`src/logic/rsc_map.svh`:
```
// constants for the reset source combiner
`ifndef RSC_MAP_SVH
`define RSC_MAP_SVH
`define RSC_PIN_MIN_NS 400
`define RSC_CLK_NS 5
`define RSC_PIN_MIN_CYC ((`RSC_PIN_MIN_NS + `RSC_CLK_NS - 1) / `RSC_CLK_NS)
`define RSC_CNT_W 20
`define RSC_TOUT_BASE 20'h0_0010
`define RSC_FUSE_SUT_W 2
`define RSC_FUSE_CLOCK_SELECT_FUSES_W 4
`define RSC_FLAG_SUP 0
`define RSC_FLAG_PIN 1
`define RSC_FLAG_LOW 2
`define RSC_FLAG_WDG 3
`define RSC_FLAGS_RST 4'h0
`endif

```
`src/logic/rsc_pkg.sv`:
```
// types for the reset source combiner
package rsc_pkg;
    typedef enum logic [1:0] {
        RSC_HOLD = 2'b00,
        RSC_STRETCH = 2'b01,
        RSC_RUN = 2'b11
    } rsc_state_t;
endpackage

```
`src/logic/rsc_flags_if.sv`:
```
// interface carrying flag set and clear strobes
`timescale 1ns/1ps
`default_nettype none
interface rsc_flags_if;
    logic [3:0] setFlag;
    logic [3:0] clrFlag;
    logic supplyClr;
    logic [3:0] flags;
    modport owner (input setFlag, input clrFlag, input supplyClr, output flags);
    modport user (output setFlag, output clrFlag, output supplyClr, input flags);
endinterface
`default_nettype wire

```
`src/logic/reset_source_combiner.sv`:
```
// reset source combiner top
`timescale 1ns/1ps
`default_nettype none
`include "rsc_map.svh"
module reset_source_combiner (
    // clock and power-up reset
    input wire logic mclk,
    input wire logic rst,
    // causes and their enables
    input wire logic supplyLow,
    input wire logic resetPinN,
    input wire logic watchdogExpire,
    input wire logic watchdogEnable,
    input wire logic lowSupplyCmp,
    input wire logic lowSupplyEnable,
    // fuses
    input wire logic [`RSC_FUSE_SUT_W-1:0] startupTimeFuses,
    input wire logic [`RSC_FUSE_CLOCK_SELECT_FUSES_W-1:0] clockSelectFuses,
    // flag clear, one bit per flag, pulse
    input wire logic [3:0] flagClear,
    // results
    output logic internalReset,
    output logic portResetN,
    output logic [3:0] resetCauseStatus
);
    // three-stage sync of analog and pin causes
    logic [2:0] supS, pinS, lowS;
    logic supF, pinLowF, lowF;
    logic [`RSC_CNT_W-1:0] pinCnt, next_pinCnt;
    logic pinHit, next_pinHit;
    logic wdgPulse, next_wdgPulse, wdgPrev;
    logic [`RSC_CNT_W-1:0] dly, next_dly;
    logic [`RSC_CNT_W-1:0] tout;
    rsc_pkg::rsc_state_t st, next_st;
    logic anyCause, lowCause, supCause;
    logic next_irst;
    logic [3:0] flagsOut;
    rsc_flags_if fif ();

    always_ff @(posedge mclk or posedge rst) begin
        if (rst) begin
            supS <= 3'h7;
            pinS <= 3'h0;
            lowS <= 3'h0;
            supF <= 1'b1;
            pinLowF <= 1'b0;
            lowF <= 1'b0;
        end else begin
            supS <= {supS[1:0], supplyLow};
            pinS <= {pinS[1:0], ~resetPinN};
            lowS <= {lowS[1:0], lowSupplyCmp};
            if (supS[1] == supS[2]) supF <= supS[2];
            if (pinS[1] == pinS[2]) pinLowF <= pinS[2];
            if (lowS[1] == lowS[2]) lowF <= lowS[2];
        end
    end

    // pin must stay low the minimum width before it counts
    always_comb begin
        next_pinCnt = pinCnt;
        next_pinHit = pinHit;
        if (!pinLowF) begin
            next_pinCnt = '0;
            next_pinHit = 1'b0;
        end else if (pinCnt < `RSC_CNT_W'(`RSC_PIN_MIN_CYC)) begin
            next_pinCnt = pinCnt + 1'b1;
        end else begin
            next_pinHit = 1'b1;
        end
        next_wdgPulse = watchdogExpire && !wdgPrev && watchdogEnable;
    end
    always_ff @(posedge mclk or posedge rst) begin
        if (rst) begin
            pinCnt <= '0;
            pinHit <= 1'b0;
            wdgPulse <= 1'b0;
            wdgPrev <= 1'b0;
        end else begin
            pinCnt <= next_pinCnt;
            pinHit <= next_pinHit;
            wdgPulse <= next_wdgPulse;
            wdgPrev <= watchdogExpire;
        end
    end

    assign supCause = supF;
    assign lowCause = lowF && lowSupplyEnable;
    assign anyCause = supCause || pinHit || wdgPulse || lowCause;

    // time-out table from fuses
    always_comb begin
        tout = `RSC_TOUT_BASE << (2 * startupTimeFuses + clockSelectFuses[1:0]);
    end

    always_comb begin
        next_st = st;
        next_dly = dly;
        next_irst = internalReset;
        case (st)
            rsc_pkg::RSC_HOLD: begin
                next_irst = 1'b1;
                next_dly = '0;
                if (!anyCause) begin
                    next_st = rsc_pkg::RSC_STRETCH;
                end
            end
            rsc_pkg::RSC_STRETCH: begin
                next_irst = 1'b1;
                if (anyCause) begin
                    next_st = rsc_pkg::RSC_HOLD;
                    next_dly = '0;
                end else if (dly >= tout - 1'b1) begin
                    next_st = rsc_pkg::RSC_RUN;
                    next_irst = 1'b0;
                end else begin
                    next_dly = dly + 1'b1;
                end
            end
            rsc_pkg::RSC_RUN: begin
                next_irst = 1'b0;
                if (anyCause) begin
                    next_st = rsc_pkg::RSC_HOLD;
                    next_irst = 1'b1;
                end
            end
            default: begin
                next_st = rsc_pkg::RSC_HOLD;
                next_irst = 1'b1;
            end
        endcase
    end
    always_ff @(posedge mclk or posedge rst) begin
        if (rst) begin
            st <= rsc_pkg::RSC_HOLD;
            dly <= '0;
            internalReset <= 1'b1;
        end else begin
            st <= next_st;
            dly <= next_dly;
            internalReset <= next_irst;
        end
    end

    // port reset taken asynchronously from rst, the raw supply, pin and low supply causes and the registered watchdog pulse
    logic portAsync;
    assign portAsync = rst || supplyLow || !resetPinN || (lowSupplyCmp && lowSupplyEnable)
        || wdgPulse;
    always_ff @(posedge mclk or posedge portAsync) begin
        if (portAsync) begin
            portResetN <= 1'b0;
        end else begin
            portResetN <= !internalReset;
        end
    end

    assign fif.setFlag = {wdgPulse, lowCause, pinHit, supCause};
    assign fif.clrFlag = flagClear;
    assign fif.supplyClr = supCause;
    assign flagsOut = fif.flags;
    rsc_flags u_flags (
        .mclk(mclk),
        .rst(rst),
        .fl(fif.owner)
    );
    always_ff @(posedge mclk or posedge rst) begin
        if (rst) begin
            resetCauseStatus <= `RSC_FLAGS_RST;
        end else begin
            resetCauseStatus <= flagsOut;
        end
    end

    property p_wdg_one;
        @(posedge mclk) disable iff (rst) wdgPulse |=> !wdgPulse;
    endproperty
    a_wdg_one: assert property (p_wdg_one) else $error("watchdog pulse too long");
    property p_run_drop;
        @(posedge mclk) disable iff (rst) (st == rsc_pkg::RSC_RUN && anyCause) |=> internalReset;
    endproperty
    a_run_drop: assert property (p_run_drop) else $error("reset not reasserted");
    property p_hold;
        @(posedge mclk) disable iff (rst) supCause |=> internalReset;
    endproperty
    a_hold: assert property (p_hold) else $error("reset released with supply low");
    property p_stretch;
        @(posedge mclk) disable iff (rst) $fell(anyCause) |=> internalReset [*2];
    endproperty
    a_stretch: assert property (p_stretch) else $error("no stretch");
    property p_restart;
        @(posedge mclk) disable iff (rst) (st == rsc_pkg::RSC_STRETCH && anyCause) |=> dly == 0;
    endproperty
    a_restart: assert property (p_restart) else $error("counter not restarted");
    property p_pinshort;
        @(posedge mclk) disable iff (rst) $rose(pinLowF) |=> !pinHit;
    endproperty
    a_pinshort: assert property (p_pinshort) else $error("pin hit too soon");
    property p_wdg_en;
        @(posedge mclk) disable iff (rst) !$past(watchdogEnable) |-> !wdgPulse;
    endproperty
    a_wdg_en: assert property (p_wdg_en) else $error("watchdog reset while disabled");
    property p_flag;
        @(posedge mclk) disable iff (rst) pinHit |=> ##1 resetCauseStatus[`RSC_FLAG_PIN];
    endproperty
    a_flag: assert property (p_flag) else $error("pin flag not set");
    property p_port;
        @(posedge mclk) disable iff (rst) internalReset |=> !portResetN;
    endproperty
    a_port: assert property (p_port) else $error("port reset released early");
    property p_low_now;
        @(posedge mclk) disable iff (rst) lowCause |=> internalReset;
    endproperty
    a_low_now: assert property (p_low_now) else $error("low supply did not reset");
    property p_sup_flag;
        @(posedge mclk) disable iff (rst) supCause |=> ##1 resetCauseStatus[`RSC_FLAG_SUP];
    endproperty
    a_sup_flag: assert property (p_sup_flag) else $error("supply flag not set");
    property p_wdg_rst;
        @(posedge mclk) disable iff (rst) wdgPulse |=> internalReset;
    endproperty
    a_wdg_rst: assert property (p_wdg_rst) else $error("watchdog did not reset");
    property p_run_free;
        @(posedge mclk) disable iff (rst) st == rsc_pkg::RSC_RUN |-> !internalReset;
    endproperty
    a_run_free: assert property (p_run_free) else $error("reset high in run");
    c_release: cover property (@(posedge mclk) disable iff (rst) $fell(internalReset));
    c_wdg: cover property (@(posedge mclk) disable iff (rst) wdgPulse);
    c_pin: cover property (@(posedge mclk) disable iff (rst) pinHit);
    c_restart: cover property (@(posedge mclk) disable iff (rst)
        st == rsc_pkg::RSC_STRETCH && anyCause);
endmodule
`default_nettype wire

```
`src/logic/rsc_flags.sv`:
```
// reset cause flag store
`timescale 1ns/1ps
`default_nettype none
`include "rsc_map.svh"
module rsc_flags (
    // clock and power-up reset
    input wire logic mclk,
    input wire logic rst,
    // flags
    rsc_flags_if.owner fl
);
    logic [3:0] flagReg;
    logic [3:0] next_flagReg;
    always_comb begin
        next_flagReg = flagReg;
        for (int i = 0; i < 4; i++) begin
            if (fl.clrFlag[i]) begin
                next_flagReg[i] = 1'b0;
            end
            if (fl.supplyClr && i != `RSC_FLAG_SUP) begin
                next_flagReg[i] = 1'b0;
            end
            if (fl.setFlag[i]) begin
                next_flagReg[i] = 1'b1;
            end
        end
    end
    always_ff @(posedge mclk or posedge rst) begin
        if (rst) begin
            flagReg <= `RSC_FLAGS_RST;
        end else begin
            flagReg <= next_flagReg;
        end
    end
    assign fl.flags = flagReg;
endmodule
`default_nettype wire

```
`config.mk`:
```
export PLATFORM = sky130hd
export DESIGN_NAME = reset_source_combiner
export DESIGN_NICKNAME = d
export VERILOG_FILES = /design/src/logic/rsc_pkg.sv /design/src/logic/rsc_flags_if.sv /design/src/logic/reset_source_combiner.sv /design/src/logic/rsc_flags.sv
export VERILOG_INCLUDE_DIRS = /design/src /design/src/logic
export SDC_FILE = /design/constraint.sdc
export NUM_CORES = 1
export LEC_CHECK = 0
export BUFFER_PORTS_ARGS = -buffer_cell sky130_fd_sc_hd__buf_2
export CORE_MARGIN = 2
export CORE_UTILIZATION = 54
export DETAILED_ROUTE_END_ITERATION = 8
export GPL_ROUTABILITY_DRIVEN = 0
export HOLD_SLACK_MARGIN = 0.05
export PLACE_DENSITY = 0.76
export SETUP_SLACK_MARGIN = 0.15
export SYNTH_ARGS = -nofsm -noshare
export SYNTH_HDL_FRONTEND = slang
export SYNTH_SLANG_ARGS = --single-unit
```
`constraint.sdc`:
```
create_clock -name mclk -period 2.2 [get_ports mclk]
set_clock_uncertainty 0.15 [all_clocks]
set_input_delay 0.33 -clock mclk [delete_from_list [all_inputs] [get_ports mclk]]
set_output_delay 0.33 -clock mclk [all_outputs]
set_load 0.01 [all_outputs]
```
==> impl_metrics.tcl, run 1 <==
set metrics [dict create \
    status "complete, but fails checks" \
    violations "setup timing" \
    clock_sinks 67 \
    start_util 0.5497 \
    first_global_vias 3225 \
    avgSynthCellArea_um2 10.39 \
    wire_per_inst_um 17.67 \
    period_share 1.619 \
    fin_nets 477 \
    drive_above_1_share 0.3544 \
    critPathKind "in2reg" \
    tritoncts "built" \
    die_area_um2 7046 \
    yosys.cell_types.count 61 \
    clkTransAtPathRegs_ns 0.07 \
    area.sequential_um2 1683 \
    cp_top_family "compound AO/OA/AOI/OAI gates" \
    cpPeakStageDelay_ns 0.35 \
    synth_nets 371 \
    syn_area_um2 3451 \
    finalSetupTns_ns -28.29 \
    drc_errors 0 \
    ant_nets 0 \
    cts_root_buf "clkbuf_8" \
    maxClockFrequency_ghz 0.2807 \
    synthArstFlopShare 1.000 \
    worstSetupStartpointType "primary input" \
    hold_violations 0 \
    slew_viol_final 0 \
    grt_util_all_layers 0.2740 \
    num_antenna_cells 0 \
    cap_violations 0 \
    pre_cts_ws_ns -2.025 \
    synth_top_area_cell "dfrtp_1" \
    synth-edff-count 0 \
    cpMostUsedCell "ha_4" \
    synthTopCellsByArea "dfrtp_1 45%, ha_1 7.6%, a221o_1 4.1%" \
    p_leak_nw 2.347 \
    via_per_inst 5.902 \
    cp-end-kind "register" \
    dpl.hpwl_um 5507 \
    yosysSeqAreaShare 0.4877 \
    arrival_ns 3.63 \
    ys.warnings.count 0 \
    post-route-util 0.7487 \
    synth_top_area_frac 0.4496 \
    crit_required_ns 2.27 \
    crit_path_cell_trace "buf_6 > ha_4 > ha_4 > nor3_4 > nand2b_1 > ha_2 > buf_6 > nand2_4 > nor2_1 > a31oi_1 > o22a_1 > ha_4 > and3_4 > a221o_1 > buf_4 > a2111oi_4 > buf_4 > nor3_4 > a221o_1" \
    max_slew.worst_pin.slew_ns 0.5906 \
    antenna_found_initial 0 \
    cts_max_path_buffers 2 \
    via_count 3069 \
    insertion_delay_ns 0.34 \
    synth_cells 332 \
    setup_viol 22 \
    synth-seq-cells 67 \
    overflow 0 \
    ctsHtreeMaxLevel 3 \
    drt_wl_total_um 9189 \
    multi_input_area_um2 1877 \
    finalCriticalPeriod_ns 3.563 \
    crit_fanout 5 \
    crit_buf_inv 4 \
    fp-row-count 29 \
    grt_pass1_wl_um 15370 \
    synthToLayoutAreaGrowth_pct 36.19 \
    die_h_um 83.94 \
    crit_slowest_cell "a221o_1" \
    hold_slack_ns 0.07101 \
    fill_cells 379 \
    firstDrtPassIters 5 \
    slew_headroom 0.6048 \
    finalWorstSetupSlack_ns -1.363 \
    vdd_drop_max_uv 533.8 \
    die_w_um 83.94 \
    synth-main-ff-cell "dfrtp_1" \
    io_buffers 21 \
    core_um2 6277 \
    dr.first_iter.drc_count 242 \
    grt_max_degree 41 \
    rsz0062_at_grt "yes" \
    power_density_nw_per_um2 587.2 \
    io_pins 24 \
    numCtsBuffers 9 \
    hold_path_class "in2reg" \
]
what timing repair did:
action	4_1_cts	5_1_grt
buffers inserted	11	6
gates cloned	2	0
hold buffers	7	0
endpoints found under the hold margin	67	0
resized for setup	19	13
setup endpoints to repair	22	22
pin swaps	29	10
cell type report:
| type | count | share of cell area |
|---|---|---|
| repair buffers | 106 | 0.1704 |
| multi-input cells | 244 | 0.3994 |
| inverters | 10 | 0.008786 |
| flip-flops and latches | 67 | 0.3581 |
| clock buffers | 11 | 0.03009 |
| well taps | 77 | 0.02050 |
| clock inverters | 5 | 0.01278 |
synthesized netlist by cell type, types with 3 or more instances:
| library cell | instances |
|---|---|
| a21boi_0 | 3 |
| a21o_1 | 4 |
| a21oi_1 | 10 |
| a221o_1 | 14 |
| a31oi_1 | 3 |
| and2_1 | 20 |
| and3_1 | 14 |
| clkbuf_1 | 10 |
| dfrtp_1 | 62 |
| dfstp_2 | 5 |
| ha_1 | 21 |
| inv_1 | 10 |
| maj3_1 | 3 |
| nand2_1 | 27 |
| nand3_1 | 11 |
| nand4_1 | 10 |
| nor2_1 | 27 |
| nor2b_1 | 4 |
| nor3_1 | 7 |
| nor4_1 | 4 |
| o21ai_0 | 7 |
| o21ai_1 | 3 |
| o22a_1 | 3 |
| or2_2 | 3 |
| xnor2_1 | 5 |
path summary, 6_finish.rpt:
check,from,to,slack (ns),cells after the start
max,clockSelectFuses[1],dly[7],-1.36,19
min,flagClear[1],u_flags.fl.flags[1],0.07,4
max reg2reg,dly[13],dly[7],-0.48,8
min reg2reg,pinS[0],pinS[1],0.21,0
max in group asynchronous,resetPinN,portResetN,0.42,6
min in group asynchronous,lowSupplyEnable,portResetN,0.42,4
per-layer routing:
layer,share of wire,vias up,GRT usage,wire [um]
li1,-,1435,-,-
met1,0.40,1476,0.3318,3716
met2,0.51,131,0.4793,4702
met3,0.052,27,0.05045,474
met4,0.032,0,0.1129,296
met5,0,-,0,0
state kept, by name, indices dropped and copies added, names as in the netlist, 2 cells and up:
| name | cells |
|---|---|
| lowS | 3 |
| resetCauseStatus | 4 |
| pinCnt | 20 |
| dly | 20 |
| st | 2 |
| supS | 3 |
| u_flags.fl.flags | 4 |
| pinS | 3 |
cell usage in the layout (no fill, tap or decap), types with 10 or more instances in the layout:
cell type,instances
dfrtp_1,62
buf_2,19
a21oi_1,10
and3_1,14
buf_4,73
nand2_1,24
nand4_1,10
and2_1,20
clkbuf_8,10
ha_1,17
nor2_1,25
a221o_1,14
report_power, final:
group / switching [mW] / internal (mW)
logic: 0.219 / 0.206
registers: 0.0323 / 1.27
clock network: 0.469 / 0.560
worst min-delay path: cells and delay by family:
kind / cells / cell delay (ns)
AND/OR/NAND/NOR: 3 / 0.13
buffers and inverters: 1 / 0.07
metrics by stage:
stage	power (mW)	cell area (um2)	std cells
finish	2.759	4700	520
global route	2.877	4700	520
CTS	2.753	4582	514
detailed placement	1.666	4115	478
global placement	1.647	4115	478
floorplan	1.534	3525	332
logic make-up (layout without fill, tap and decap cells):
logic type,after synthesis,after routing,share of synthesized area
AOI/OAI and AO/OA,65,65,0.1483
xor gates and xnor gates,6,6,0.01523
adders and majority gates,24,24,0.08484
buffers and inverters,23,132,0.02865
DFF,67,67,0.4877
muxes,2,2,0.006164
other,1,1,0.001087
and+or+nand+nor,144,146,0.2281
Power figures use the tool's default switching activity.
==> inputs of run 2 (changes only) <==
--- a/config.mk
+++ b/config.mk
@@ -13,7 +13,6 @@
 export GPL_ROUTABILITY_DRIVEN = 0
 export HOLD_SLACK_MARGIN = 0.05
 export PLACE_DENSITY = 0.76
-export SETUP_SLACK_MARGIN = 0.15
 export SYNTH_ARGS = -nofsm -noshare
 export SYNTH_HDL_FRONTEND = slang
 export SYNTH_SLANG_ARGS = --single-unit
==> run 2 against run 1 <==
Compared with the run above:
- the flow still finishes with violations (setup timing)
- die area is the same
- sequential share of layout area is 0.58 points higher
- sequential power about the same
- combinational power decreased by 5.2%
- total power increased by 2.9%
- utilization shrank 1.2 points
- global-route usage shrank 3.0 points
- fmax is 0.15% lower
- flip-flop and latch count stayed put
- clock power up 9.7%
- via count shrank 2.6%
- setup slack got worse by 0.0053 ns
- critical path type unchanged
==> impl_metrics.tcl, run 2 (synthesis gave the netlist of run 1 again) <==
set metrics [dict create \
    io_buffers 21 \
    hold_path_class "in2reg" \
    status "complete, but fails checks" \
    drc_errors 0 \
    overflow 0 \
    stdcell_count 512 \
    fp-row-count 29 \
    reg_top3 "dly: 20 flops, pinCnt: 20 flops" \
    clkTransAtPathRegs_ns 0.07 \
    core_um2 6277 \
    rsz0062_at_grt "yes" \
    maxClockFrequency_ghz 0.2803 \
    switchingPower_mw 0.7224 \
    hold_violations 0 \
    grt_util_all_layers 0.2435 \
    synthToLayoutAreaGrowth_pct 34.01 \
    crit_required_ns 2.26 \
    cts_root_buf "clkbuf_8" \
    finalWorstSetupSlack_ns -1.368 \
    worstSetupStartpointType "primary input" \
    grt_pass1_wl_um 13790 \
    tritoncts "built" \
    io_pins 24 \
    dp_cells 474 \
    grt_max_degree 44 \
    arrival_ns 3.63 \
    wire_per_inst_um 16.15 \
    cap_violations 0 \
    die_w_um 83.94 \
    setup_viol 22 \
    power_density_nw_per_um2 613.8 \
    num_antenna_cells 0 \
    violations "setup timing" \
    slew_viol_final 0 \
    pre_cts_ws_ns -2.034 \
    crit_fanout 8 \
    fin_nets 469 \
    layout_commonest_cell "buf_4" \
    dpl.hpwl_um 5413 \
    post-route-util 0.7367 \
    p_clk_frac 0.398 \
    cts_max_path_buffers 2 \
    die_area_um2 7046 \
    die_h_um 83.94 \
    switching_share 0.2545 \
    drive_above_1_share 0.3287 \
    finalCriticalPeriod_ns 3.568 \
    clock_sinks 67 \
    dr.first_iter.drc_count 248 \
    insertion_delay_ns 0.33 \
    intPower_mw 2.116 \
    antenna_found_initial 0 \
    period_share 1.622 \
    final_cell_mix "64 x buf_4, 62 x dfrtp_1, 26 x nand2_1, 24 x nor2_1, 20 x and2_1" \
    numCtsBuffers 9 \
    via_per_inst 5.836 \
    pwr-share-seq 0.460 \
    p_leak_nw 2.328 \
    max_slew.worst_pin.slew_ns 0.6199 \
    via_count 2988 \
    ant_nets 0 \
    first_global_vias 2962 \
    start_util 0.5497 \
    vdd_drop_max_uv 548.3 \
    p_comb_frac 0.142 \
    critPathKind "in2reg" \
    slew_headroom 0.5852 \
    drt_wl_total_um 8270 \
    cp-end-kind "register" \
    ctsHtreeMaxLevel 3 \
    firstDrtPassIters 5 \
]
run 2: final timing paths:
path                                           from             endpoint  slack [ns]  depth (start not counted)
min in group asynchronous                       rst  u_flags.fl.flags[1]        0.43                          3
worst min-delay path                 watchdogEnable             wdgPulse        0.07                          3
worst max register to register              dly[13]              dly[16]       -0.43                          8
worst max-delay path            clockSelectFuses[1]              dly[16]       -1.37                         18
worst min register to register              lowS[0]              lowS[1]        0.21                          0
max in group asynchronous                 resetPinN           portResetN        0.38                          6
run 2: repair_timing:
item / 4_1_cts / 5_1_grt
setup endpoints to repair: 22 / 22
buffers inserted: 9 / 5
gates cloned: 2 / 0
pin swaps: 28 / 11
hold buffers: 6 / 0
resized for setup: 15 / 10
endpoints found under the hold margin: 23 / 0
run 2: area by class of cell:
class                   count  area (um2)
clock buffers               9       123.9
clock inverters             7       97.59
fillers                   418        1653
inverters                  10       37.54
multi-input cells         244        1832
flip-flops and latches     67        1683
well taps                  77       96.34
repair buffers             98       754.5
run 2: worst max-delay path, stage by stage:
cell and delay, ns:
buf_6 0.10, ha_4 0.15, ha_4 0.16, nor3_4 0.20, nand2b_1 0.11, ha_2 0.20
buf_6 0.14, nor2_4 0.10, buf_6 0.10, a21boi_0 0.08, o32a_1 0.29, ha_1 0.18
a221o_1 0.41, a21o_1 0.22, nor4_4 0.23, buf_6 0.17, nor3_4 0.07, a221o_1 0.37
run 2: metrics by stage:
step / cell area, um2 / hold WS, ns / TNS (ns) / total power, mW
after detailed placement: 4094 / 0.1177 / -41.95 / 1.664
after CTS: 4536 / 0.06623 / -28.43 / 2.837
after global placement: 4094 / 0.1125 / -39.34 / 1.647
after floorplan: 3521 / -0.03281 / -34.77 / 1.534
after global routing: 4624 / 0.06316 / -32.30 / 2.960
final: 4624 / 0.07293 / -28.61 / 2.838
run 2: metal layers:
| metal | share of wire | vias up | routed length, um | track usage |
|---|---|---|---|---|
| li1 | - | 1412 | - | - |
| met1 | 0.42 | 1436 | 3448 | 0.3193 |
| met2 | 0.50 | 115 | 4154 | 0.4116 |
| met3 | 0.056 | 25 | 467 | 0.04748 |
| met4 | 0.024 | 0 | 199 | 0.07038 |
| met5 | 0 | - | 0 | 0 |
run 2: power by group through the flow:
stage                     Clock [mW]  Combinational (mW)  Sequential [mW]
after global placement             0               0.322             1.32
after floorplan                    0               0.215             1.32
after global routing            1.21               0.444             1.31
final                           1.13               0.403             1.30
after detailed placement           0               0.337             1.33
after CTS                       1.15               0.381             1.30
==> inputs of run 3 (changes only) <==
--- a/config.mk
+++ b/config.mk
@@ -7,12 +7,14 @@
 export NUM_CORES = 1
 export LEC_CHECK = 0
 export BUFFER_PORTS_ARGS = -buffer_cell sky130_fd_sc_hd__buf_2
+export CAP_MARGIN = 5
 export CORE_MARGIN = 2
-export CORE_UTILIZATION = 54
+export CORE_UTILIZATION = 55
 export DETAILED_ROUTE_END_ITERATION = 8
 export GPL_ROUTABILITY_DRIVEN = 0
 export HOLD_SLACK_MARGIN = 0.05
-export PLACE_DENSITY = 0.76
+export PLACE_DENSITY = 0.75
+export SETUP_SLACK_MARGIN = 0.02
 export SYNTH_ARGS = -nofsm -noshare
 export SYNTH_HDL_FRONTEND = slang
 export SYNTH_SLANG_ARGS = --single-unit
==> constraint.sdc (replaced) <==
create_clock -name mclk -period 4 [get_ports mclk]
set_clock_uncertainty 0.15 [all_clocks]
set_input_delay 0.6 -clock mclk [delete_from_list [all_inputs] [get_ports mclk]]
set_output_delay 0.6 -clock mclk [all_outputs]
set_load 0.01 [all_outputs]
==> run 3 against run 2 <==
Compared with the run above:
- largest cell class unchanged
- sequential power down 45%
- sequential share of layout area is 3.6 points higher
- largest power group unchanged
- utilization is 3.5 points lower
- the flow now finishes without violations
==> impl_metrics.tcl, run 3 (synthesis gave the netlist of run 1 again) <==
set metrics [dict create \
    grt_pass1_wl_um 12470 \
    slew_headroom 0.2762 \
    hold_violations 0 \
    pre_cts_ws_ns -0.4514 \
    via_per_inst 5.922 \
    ant_nets 0 \
    layout_commonest_cell "dfrtp_1" \
    finalWorstSetupSlack_ns 0.07816 \
    numCtsBuffers 9 \
    slew_viol_final 0 \
    crit_fanout 8 \
    p_leak_nw 2.088 \
    io_buffers 21 \
    grt_util_all_layers 0.2241 \
    hold_path_class "reg2reg" \
    insertion_delay_ns 0.34 \
    num_antenna_cells 0 \
    period_share 0.9805 \
    via_count 2748 \
    cpPeakStageDelay_ns 0.39 \
    ctsHtreeMaxLevel 3 \
    overflow 0 \
    reg_top3 "dly: 20 flops, pinCnt: 20 flops" \
    cp-end-kind "register" \
    arrival_ns 4.00 \
    final_cell_mix "62 x dfrtp_1, 27 x nand2_1, 26 x buf_4, 25 x nor2_1, 20 x and2_1" \
    wire_per_inst_um 15.85 \
    dr.first_iter.drc_count 205 \
    die_area_um2 6924 \
    grt_max_degree 55 \
    status "complete, no violations" \
    cpMostUsedCell "buf_6" \
    vdd_drop_max_uv 274.9 \
    drc_errors 0 \
    fin_nets 424 \
    worstSetupStartpointType "primary input" \
    io_pins 24 \
    clock_sinks 67 \
    dp_cells 440 \
    stdcell_count 464 \
    crit_slowest_cell "a221o_1" \
    die_w_um 83.21 \
    crit_path_cell_trace "buf_6 > ha_4 > ha_4 > nor3_4 > nand2b_1 > ha_2 > buf_6 > nor2_4 > a31oi_1 > o22a_1 > ha_1 > a21o_1 > a221o_1 > a21o_1 > nor4_4 > nor3_4 > buf_6 > a221o_1" \
    fp-row-count 28 \
    antenna_found_initial 0 \
    clkTransAtPathRegs_ns 0.07 \
    cts_root_buf "clkbuf_8" \
    finalCriticalPeriod_ns 3.922 \
    rsz0062_at_grt "yes" \
    drive_above_1_share 0.2468 \
    synthToLayoutAreaGrowth_pct 21.90 \
    firstDrtPassIters 5 \
    drt_wl_total_um 7354 \
    start_util 0.5760 \
    power_density_nw_per_um2 360.4 \
    dpl.hpwl_um 4913 \
    tritoncts "built" \
    first_global_vias 2697 \
    max_slew.worst_pin.slew_ns 1.084 \
    die_h_um 83.21 \
    crit_required_ns 4.07 \
    maxClockFrequency_ghz 0.2550 \
    core_um2 5991 \
    cap_violations 0 \
    setup_viol 0 \
    critPathKind "in2reg" \
    cts_max_path_buffers 2 \
]
## run 3: cell types whose count changed in the layout (fill, tap and decap cells not counted), sizes merged
| cell | before | now |
|---|---|---|
| buf | 92 | 53 |
| dlygate4sd3 | 6 | 2 |
| clkinvlp | 2 | 0 |
| nor3 | 10 | 8 |
| clkbuf | 9 | 10 |
| clkinv | 1 | 2 |
| inv | 12 | 11 |
## run 3: final timing paths
path / start / cells after the start / slack (ns) / endpoint
max in group asynchronous: wdgPulse / 3 / 2.41 / portResetN
max: clockSelectFuses[1] / 18 / 0.08 / dly[12]
max reg2reg: dly[11] / 8 / 1.34 / dly[12]
min in group asynchronous: rst / 2 / 0.38 / wdgPulse
min: lowS[0] / 0 / 0.20 / lowS[1]
min reg2reg: lowS[0] / 0 / 0.20 / lowS[1]
## run 3: per-stage QoR
stage          TNS, ns  utilization  total power [mW]  hold slack (ns)  area, um2
2_1_floorplan   -1.558            -            0.8437           0.1812       3521
3_3_place_gp    -5.970       0.6429            0.8966           0.1848       3851
3_5_place_dp    -7.445       0.6429            0.9040           0.1918       3851
4_1_cts              0       0.6844             1.518           0.1988       4100
5_1_grt        -0.3447       0.7022             1.579           0.1952       4207
6_report             0       0.7022             1.516           0.2011       4207
## run 3: area by class of cell
class | count | area (um2)
fillers | 441 | 1784
multi-input cells | 242 | 1760
flip-flops and latches | 67 | 1683
repair buffers | 55 | 417.9
clock buffers | 10 | 127.6
well taps | 75 | 93.84
clock inverters | 5 | 86.33
inverters | 10 | 37.54
## run 3: routing by layer
metal / up-vias / GRT usage / part of all wire
li1: 1319 / - / -
met1: 1324 / 0.2890 / 0.44
met2: 93 / 0.3666 / 0.49
met3: 12 / 0.04573 / 0.044
met4: 0 / 0.09687 / 0.018
met5: - / 0 / 0
## run 3: critical path: cells and delay by family
family | cells | cell delay [ns]
AND/OR/NAND/NOR | 5 | 0.72
buffers and inverters | 3 | 0.39
adder cells (fa/ha/maj) | 4 | 0.85
AO/OA/AOI/OAI | 6 | 1.43
## run 3: where the power goes
part | total, mW | leakage (nW) | switching (mW) | internal (mW)
logic | 0.184 | 1.10 | 0.0962 | 0.0875
clock network | 0.614 | 0.107 | 0.262 | 0.352
registers | 0.719 | 0.883 | 0.0186 | 0.700
## run 3: timing repair
item | 4_1_cts | 5_1_grt
resized for setup | 2 | 13
setup endpoints to repair | 17 | 18
endpoints found under the hold margin | 1 | 0
pin swaps | 0 | 25
buffers inserted | 0 | 8
hold buffers | 2 | 0
